## config.mk

```make
export PLATFORM = sky130hd
export DESIGN_NAME = pecsr_regs
export DESIGN_NICKNAME = d
export VERILOG_FILES = /design/src/logic/pecsr_pkg.sv /design/src/logic/pecsr_regs.sv
export SDC_FILE = /design/constraint.sdc
export NUM_CORES = 1
export LEC_CHECK = 0
export BUFFER_PORTS_ARGS = -buffer_cell sky130_fd_sc_hd__buf_2
export CAP_MARGIN = 30
export CORE_MARGIN = 1.5
export CORE_UTILIZATION = 52
export CTS_BUF_LIST = sky130_fd_sc_hd__clkbuf_4 sky130_fd_sc_hd__clkbuf_8 sky130_fd_sc_hd__clkbuf_16
export CTS_CLUSTER_SIZE = 10
export DETAILED_ROUTE_END_ITERATION = 6
export PLACE_DENSITY = 0.85
export SETUP_SLACK_MARGIN = 0.2
export SLEW_MARGIN = 20
export SYNTH_ARGS = -nofsm -noshare
export SYNTH_HDL_FRONTEND = slang
export SYNTH_SLANG_ARGS = --single-unit
```

## constraint.sdc

```tcl
create_clock -name i_mclk -period 7 [get_ports i_mclk]
set_input_delay 0.35 -clock i_mclk [delete_from_list [all_inputs] [get_ports i_mclk]]
set_output_delay 0.35 -clock i_mclk [all_outputs]
set_load 0.01 [all_outputs]
```

## src/logic/pecsr_pkg.sv

```systemverilog
// Package for the error counter and extra status register bank.
// Assumes a classic Wishbone slave with 32-bit data and a byte address.
package pecsr_pkg;

  // Bus geometry
  localparam int ADDR_W = 8;
  localparam int DATA_W = 32;
  localparam int REG_W = 16;

  // Register byte addresses, one aligned word each
  localparam logic [ADDR_W-1:0] ERR_CNT_ADDR = 8'h54;
  localparam logic [ADDR_W-1:0] STATUS_ADDR = 8'h70;

  // Error counter register layout
  localparam int WIDTH_SEL_BIT = 0;
  localparam int WIDE_LSB = 0;
  localparam int WIDE_W = 16;
  localparam int DISC_LSB = 12;
  localparam int DISC_W = 4;
  localparam int FALSE_LSB = 8;
  localparam int FALSE_W = 4;
  localparam int NARROW_LSB = 0;
  localparam int NARROW_W = 8;

  // Status register layout
  localparam int MISSING_DELIM_BIT = 8;
  localparam int CODE_VIOL_BIT = 7;
  localparam int LINK_DROP_BIT = 5;
  localparam int UNLOCK_BIT = 4;
  localparam int FALSE_CARRIER_BIT = 3;
  localparam int JAM_BIT = 2;
  localparam int FAST_LINK_BIT = 1;
  localparam int SLOW_LINK_BIT = 0;
  localparam int RSVD_HI_LSB = 9;
  localparam int RSVD_HI_MSB = 15;
  localparam int NUM_FLAGS = 6;
  localparam int FLAG_POS [NUM_FLAGS] = '{MISSING_DELIM_BIT, CODE_VIOL_BIT,
    LINK_DROP_BIT, UNLOCK_BIT, FALSE_CARRIER_BIT, JAM_BIT};

  // Reset values
  localparam logic WIDTH_SEL_RST = 1'b0;
  localparam logic [REG_W-1:0] CNT_RST = 16'h0000;
  localparam logic [NUM_FLAGS-1:0] FLAGS_RST = 6'h00;
  localparam logic [DATA_W-1:0] RDATA_RST = 32'h0000_0000;

  // Wishbone request from the master
  typedef struct packed {
    logic cyc;
    logic stb;
    logic we;
    logic [ADDR_W-1:0] adr;
    logic [3:0] sel;
    logic [DATA_W-1:0] dat;
  } pecsr_wb_req_t;

  // Event strobes and live link levels from the transceiver core
  typedef struct packed {
    logic rx_error;
    logic disconnect;
    logic false_error;
    logic missing_delim;
    logic code_violation;
    logic link_drop;
    logic scrambler_unlock;
    logic false_carrier;
    logic jam_forced;
    logic fast_link;
    logic slow_link;
  } pecsr_events_t;

endpackage

```

## src/logic/pecsr_regs.sv

```systemverilog
// Error event counter and extra status register, Wishbone classic slave.
// Assumes event strobes and link levels come from logic on i_mclk.
//
// Function
// Counter bit 0 is write-only width select: 1 split, 0 wide; resets 0.
// Wide mode: bits 15:0 count receive-error indications.
// Reading the counter register clears every counter field.
// Split mode: bits 15:12 count disconnect events from link instability.
// Split mode: bits 11:8 count false error events.
// Split mode: bits 7:0 count receive-error indications.
// Status bits 15:9 are reserved and read as zero.
// Status bit 8 latches a frame without delimiter until read or reset.
// Status bit 7 latches a code violation until the status read.
// Status bit 5 latches a link disconnect until read.
// Status bit 4 latches scrambler loss of lock until read.
// Status bit 3 latches a false carrier until read.
// Status bit 2 latches a forced jam until read.
// Status bit 1 shows live that the fast transceiver is up.
// Status bit 0 shows live that the slow transceiver is up.
// An event meeting a clearing read is kept for the next read.
// Each counter field stops at all ones until a read clears it.
`timescale 1ns/1ps

module pecsr_regs (
  input wire logic i_mclk,
  input wire logic i_sys_rst,
  input wire logic i_clk_en,
  input wire pecsr_pkg::pecsr_wb_req_t i_wb,
  input wire pecsr_pkg::pecsr_events_t i_events,
  output logic o_wb_ack,
  output logic [pecsr_pkg::DATA_W-1:0] o_wb_dat
);
  import pecsr_pkg::*;

  logic width_sel;
  logic [REG_W-1:0] count;
  logic [REG_W-1:0] next_count;
  logic [NUM_FLAGS-1:0] flags;
  logic [NUM_FLAGS-1:0] flag_events;
  logic [REG_W-1:0] status_word;
  logic [DATA_W-1:0] next_rdata;
  logic access;
  logic hit_cnt;
  logic hit_stat;
  logic rd_cnt;
  logic rd_stat;
  logic wr_sel;

  // Bus decode; one access per request, taken in the cycle before ack
  assign access = i_wb.cyc & i_wb.stb & ~o_wb_ack;
  assign hit_cnt = (i_wb.adr == ERR_CNT_ADDR);
  assign hit_stat = (i_wb.adr == STATUS_ADDR);
  assign rd_cnt = access & ~i_wb.we & hit_cnt;
  assign rd_stat = access & ~i_wb.we & hit_stat;
  assign wr_sel = access & i_wb.we & hit_cnt & i_wb.sel[0];

  // Width select; write-only, never reflected in read data
  always_ff @(posedge i_mclk or posedge i_sys_rst) begin
    if (i_sys_rst) begin
      width_sel <= WIDTH_SEL_RST;
    end else if (i_clk_en && wr_sel) begin
      width_sel <= i_wb.dat[WIDTH_SEL_BIT];
    end
  end

  // Counter next value. The clear comes first, then the increment, so an
  // event in the clearing cycle survives into the next read.
  always_comb begin
    logic [REG_W-1:0] base;
    base = rd_cnt ? CNT_RST : count;
    next_count = base;
    if (!width_sel) begin
      // Wide mode: one count, held at all ones
      if (i_events.rx_error && (base != {REG_W{1'b1}})) begin
        next_count = base + 16'h0001;
      end
    end else begin
      // Split mode: three independent fields, each saturating
      if (i_events.disconnect &&
          (base[DISC_LSB +: DISC_W] != {DISC_W{1'b1}})) begin
        next_count[DISC_LSB +: DISC_W] =
          base[DISC_LSB +: DISC_W] + 4'h1;
      end
      if (i_events.false_error &&
          (base[FALSE_LSB +: FALSE_W] != {FALSE_W{1'b1}})) begin
        next_count[FALSE_LSB +: FALSE_W] =
          base[FALSE_LSB +: FALSE_W] + 4'h1;
      end
      if (i_events.rx_error &&
          (base[NARROW_LSB +: NARROW_W] != {NARROW_W{1'b1}})) begin
        next_count[NARROW_LSB +: NARROW_W] =
          base[NARROW_LSB +: NARROW_W] + 8'h01;
      end
    end
  end

  // Counter register; a width change keeps the bits as they stand
  always_ff @(posedge i_mclk or posedge i_sys_rst) begin
    if (i_sys_rst) begin
      count <= CNT_RST;
    end else if (i_clk_en) begin
      count <= next_count;
    end
  end

  // Flag sources; index i lands on status bit FLAG_POS[i], so index 0 is the frame flag
  assign flag_events = {i_events.jam_forced, i_events.false_carrier,
                        i_events.scrambler_unlock, i_events.link_drop,
                        i_events.code_violation, i_events.missing_delim};

  // Latched-high flags; a set in the reading cycle beats the clear
  generate
    for (genvar g = 0; g < NUM_FLAGS; g++) begin : g_flag
      always_ff @(posedge i_mclk or posedge i_sys_rst) begin
        if (i_sys_rst) begin
          flags[g] <= FLAGS_RST[g];
        end else if (i_clk_en) begin

          flags[g] <= flag_events[g] | (flags[g] & ~rd_stat);
        end
      end
    end
  endgenerate

  // Status word assembly; reserved bits stay zero
  always_comb begin
    status_word = '0;
    for (int i = 0; i < NUM_FLAGS; i++) begin
      status_word[FLAG_POS[i]] = flags[i];
    end
    status_word[FAST_LINK_BIT] = i_events.fast_link;
    status_word[SLOW_LINK_BIT] = i_events.slow_link;
  end

  // Read mux; unmapped addresses and writes read as zero
  always_comb begin
    next_rdata = RDATA_RST;
    if (rd_cnt) begin
      next_rdata[REG_W-1:0] = count;
    end else if (rd_stat) begin
      next_rdata[REG_W-1:0] = status_word;
    end
  end

  // Ack one cycle after the request, dropped the cycle after
  always_ff @(posedge i_mclk or posedge i_sys_rst) begin
    if (i_sys_rst) begin
      o_wb_ack <= 1'b0;
    end else if (i_clk_en) begin
      o_wb_ack <= access;
    end
  end

  // Read data registered alongside ack, so it samples pre-clear values
  always_ff @(posedge i_mclk or posedge i_sys_rst) begin
    if (i_sys_rst) begin
      o_wb_dat <= RDATA_RST;
    end else if (i_clk_en) begin
      o_wb_dat <= next_rdata;
    end
  end
endmodule

```

* After elaboration in Yosys (flattened, before gate mapping) *
Cells that the tools add are included.

cells by class
  add/sub/neg operators = 4
  equal/unequal tests = 6
  multiplexer cells = 8
  bitwise gates (word level) = 23
  reduce and logical (&&, ||, !) cells = 5

operators by type and width
  cell                                            count
  2-to-1 mux 16 bit                               4
  adder 16 x 1 -> 16 bit (second input constant)  1
  == test 8 x 7 -> 1 bit (second input constant)  2
  inequality test 16 bit (second input constant)  1
  bitwise AND 1 bit                               14
  2-to-1 mux 9 bit                                1
  adder 4 x 1 -> 4 bit (second input constant)    2
  adder 8 x 1 -> 8 bit (second input constant)    1
  2-to-1 mux 4 bit                                2
  2-to-1 mux 8 bit                                1
  inequality test 4 bit (second input constant)   2
  inequality test 8 bit (second input constant)   1
  OR 1 bit                                        6
  logical AND 1 bit                               5
  inverter 1 bit                                  3

word-level totals
  register bits = 40
  input bits = 61
  output and inout bits = 33
  logic and storage cells = 56

* Depth between registers and ports, before layout *
  depth after elaboration = 9
  gate-level depth with buffers = 11
  mapped depth without buffers = 9

* Least setup slack after synthesis *
OpenSTA, ideal clock, no wires.

  path kind = register to register
  from = register o_wb_ack
  to = register count[3]
  setup time = 69 ps
  arrival = 2445 ps
  data required time = 6931 ps
  setup slack = 4486 ps
  stages on the path, launching flop included = 12
  path buffers = 2
  clock period less this slack = 2514 ps
  cell sequence = dfrtp_1 -> and3b_1 -> buf_2 -> and4_1 -> clkbuf_1 -> nor2_1 -> ha_1 -> and3_1 -> a21oi_2 -> o31ai_1 -> or4_1 -> nand3_1

between the ends
  longest elaborated chain between the ends = 9
  elaborated cells between the ends (all ways) = 14
  classes of those cells = add/sub: 2; eq/ne: 2; mux: 4; bitwise: 4; reduce/logical: 2

RTL lines
  item                                                                            RTL line           source
  from (decl)                                                                     pecsr_regs.sv:30   output logic o_wb_ack,
  from (signal assigned)                                                          pecsr_regs.sv:150  o_wb_ack <= access;
  inverter 1 bit (*)                                                              pecsr_regs.sv:50   assign access = i_wb.cyc & i_wb.stb & ~o_wb_ack;
  bitwise AND 1 bit (*)                                                           pecsr_regs.sv:50
  bitwise AND 1 bit (*) (2 in a row)                                              pecsr_regs.sv:53   assign rd_cnt = access & ~i_wb.we & hit_cnt;
  2-to-1 mux 16 bit (*)                                                           pecsr_regs.sv:70   base = rd_cnt ? CNT_RST : count;
  parallel branches: the longest is 3 deep, another holds adder 16 x 1 -> 16 bit  -
  2-to-1 mux 16 bit (*)                                                           pecsr_regs.sv:72   if (!width_sel) begin
  to (signal assigned)                                                            pecsr_regs.sv:102  count <= next_count;
  to (decl)                                                                       pecsr_regs.sv:36   logic [REG_W-1:0] count;

Every way passes the cells marked *.
A chain may end at the register's enable or synchronous reset.

* Worst setup path after layout *
Ends and elaborated chain as after synthesis.

==> metrics.csv <==
metric,value,unit
status,completed,
Root Buffer,clkbuf_8,
Final Power,0.571,mW
DR iter-0 viols,183,
IO Count,94,
setup bufs post-CTS,0,
Slowest cell on crit path,or4_1,
Placed Area,2450,um2
antenna violations before repair,0,
RSZ-0062 raised after global routing,no,
CP Class,reg2reg,
Final Max Tran Viols,0,
Seq pwr share,49.0,%
final WL,5130,um
crit share post-route,40.1,%
Synth async-reset ratio,100,%
nets,334,
most common library cells after synthesis,"40 x dfrtp_1, 27 x nand2_1, 16 x buf_4, 15 x a22o_1, 13 x nor2_1",
Critical Path Start Type,flip-flop,
PostCTS Resize Cnt,0,
PD cells,222,nW/um2
CP required,7.24,ns
Logic pwr share,12.3,%
largest family of logic cells by synthesized area,compound AO/OA/AOI/OAI gates,
Clk pwr share,38.7,%
crit-path max cell delay,0.41,ns
P&R area growth vs syn,12.6,%
Cells after Synth,234,
leakage power,1.19,nW
clk buf depth,2,
FF-to-FF Start,o_wb_ack,
Buf/Inv on CP,0,
# H-tree levels,2,
Adder-Cell Fraction of Synth Area,0.546,%
Final Hold Viols,0,
switching part of the total,27.0,%
# setup viols final,0,
drt first pass iters,4,
overall routing resource usage,22.7,%
"CP delay by family, top",simple AND/OR/NAND/NOR gates,
CTS clock-pin slew for the worst setup and hold paths,0.08,ns
post-synthesis compound-gate area fraction,22.9,%
top cell type's share of synthesized area,43.7,%
multi-input logic area,1140,um2
Die Area,4810,um2
net load switching power,0.155,mW
routed via count,1933,
WP depth,9,
final setup TNS,0,ns
most frequent cell after synthesis,dfrtp_1,
R2R cell count,9,
crit-path max FO,9,
crit-path cells,and3b_1 -> nand4_2 -> and2_1 -> ha_1 -> and3_1 -> a21oi_2 -> o31ai_1 -> or4_1 -> nand3_1,
Hold Buf Count CTS,0,
row count,23,
CTS tree,done,
input/output buffers,43,
min Tclk post-route,2.81,ns
detailed-route vias per instance,6.00,
number of CTS-inserted buffers,5,
DRC viols,0,
r2r setup slk,4.19,ns
Yosys reg bits,40,
n_diodes,0,
clk sink count,40,
Ys Warns,0,
wire length per cell,15.9,um
r2r endpoint,count[3],
vias in the first global route,1770,
ANT nets after route,0,
Slew headroom,46.1,%
crit end category,flip-flop,
worst-margin pin slew,0.808,ns
share of layout cells above drive strength 1,25.0,%
DPL Wire Length,3490,um
Layout Skew,0.00342,ns
core box area,4120,um2
starting density of the core,55.7,%
"Remaining Overflow, GRT",0,
Die Y-Extent,69.4,um
FF+latch area,1000,um2
DIE WIDTH,69.4,um
Post-Synthesis Cell Area,2290,um2
Peak VDD IR,0.0000830,V
Final Cell Area,2580,um2
Power Internal,0.417,mW
top post-synthesis cells by area,"dfrtp_1 44%, a22o_1 5.7%, buf_4 5.2%, nand2_1 4.4%, o21ai_0 2.6%",
global-route wire length before repair,8650,um
post-synthesis sequential area ratio,43.7,%
Skew-Pair Late Insertion Delay,0.30,ns
Post-Synth Simple-Gate Area,20.3,%
GPL Wtd Cong,0.953,
critical path data arrival time,3.05,ns
post-synth top area cell,dfrtp_1,
Fill cells,347,
"Top FF cell, synth",dfrtp_1,
Max Cap Viol,0,
Hold WC Path Type,in2async,
"Avg Cell Area, Syn",9.79,um2
largest net degree at the start of global routing,41,
FMAX,0.356,GHz
xor and xnor area share after synthesis,2.29,%
mux cell area share after synthesis,0.983,%
number of synthesized flops with an enable pin,0,
synth unique cells,53,
[how the worst max path moves through the flow]
stage	start	to	slack (ns)
CTS	o_wb_ack	count[3]	4.22
floorplan	o_wb_ack	count[3]	4.49
global route	o_wb_ack	count[3]	3.98
finish	o_wb_ack	count[3]	4.19
global placement	i_wb[43]	count[3]	4.20
detailed placement	i_wb[43]	count[3]	4.15
[worst min-delay path, cell delays in order]
cell,delay (ns)
buf_2,0.09
inv_1,0.04
buf_4,0.43
[cell type report]
type / count / area share, %
sequential: 40 / 38.8
clock buffer: 5 / 2.67
clock inverter: 2 / 2.33
tap: 50 / 2.42
timing repair buffer: 45 / 8.92
inverter: 5 / 0.727
multi-input combinational: 175 / 44.1
[state kept, by name (all words and copies together) (netlist names)]
name and flops:
count 16, o_wb_ack 1, o_wb_dat 16, width_sel 1, flags 6
[layout by cell type (no fill, tap or decap), types with 3 or more instances in the layout]
cell type / count
o211ai_1: 3
o21ai_0: 12
clkbuf_8: 5
nand3_1: 9
a21oi_1: 9
nand4_1: 4
xnor2_1: 6
a22oi_1: 7
o311ai_0: 3
a31oi_1: 3
nor2_1: 13
dfrtp_1: 40
and4_1: 4
conb_1: 16
buf_2: 43
a22o_1: 15
inv_1: 5
nand2_1: 27
[metrics by stage]
stage | utilization (%) | setup WS (ns) | hold WS [ns] | std cells
CTS | 62.7 | 4.22 | 0.179 | 322
floorplan | - | 4.49 | 0.460 | 249
detailed placement | 59.6 | 4.15 | 0.472 | 315
finish | 62.7 | 4.19 | 0.165 | 322
global placement | 59.4 | 4.20 | 0.470 | 314
global route | 62.7 | 3.98 | 0.208 | 322
[power by group through the flow]
stage	Clock [mW]	Combinational, mW	Sequential [mW]
finish	0.221	0.0705	0.280
global route	0.237	0.0788	0.282
CTS	0.225	0.0703	0.278
detailed placement	0	0.0694	0.282
global placement	0	0.0674	0.281
floorplan	0	0.0745	0.269
[per-layer routing]
metal / share of wire, % / up-vias / GRT usage (%)
li1: - / 916 / -
met1: 44 / 908 / 30.8
met2: 46 / 101 / 34.3
met3: 8.6 / 8 / 4.51
met4: 1.7 / 0 / 11.8
met5: 0 / - / 0
[cells by family (layout without fill, tap and decap cells)]
kind of cell               Yosys count  after routing
other                                1             16
DFF                                 40             40
buffers and inverters               34             57
AOI/OAI and AO/OA                   70             70
adders and majority gates            1              1
and+or+nand+nor                     80             80
xor gates and xnor gates             6              6
muxes                                2              2
No activity file was read; power rests on OpenSTA's default activity.
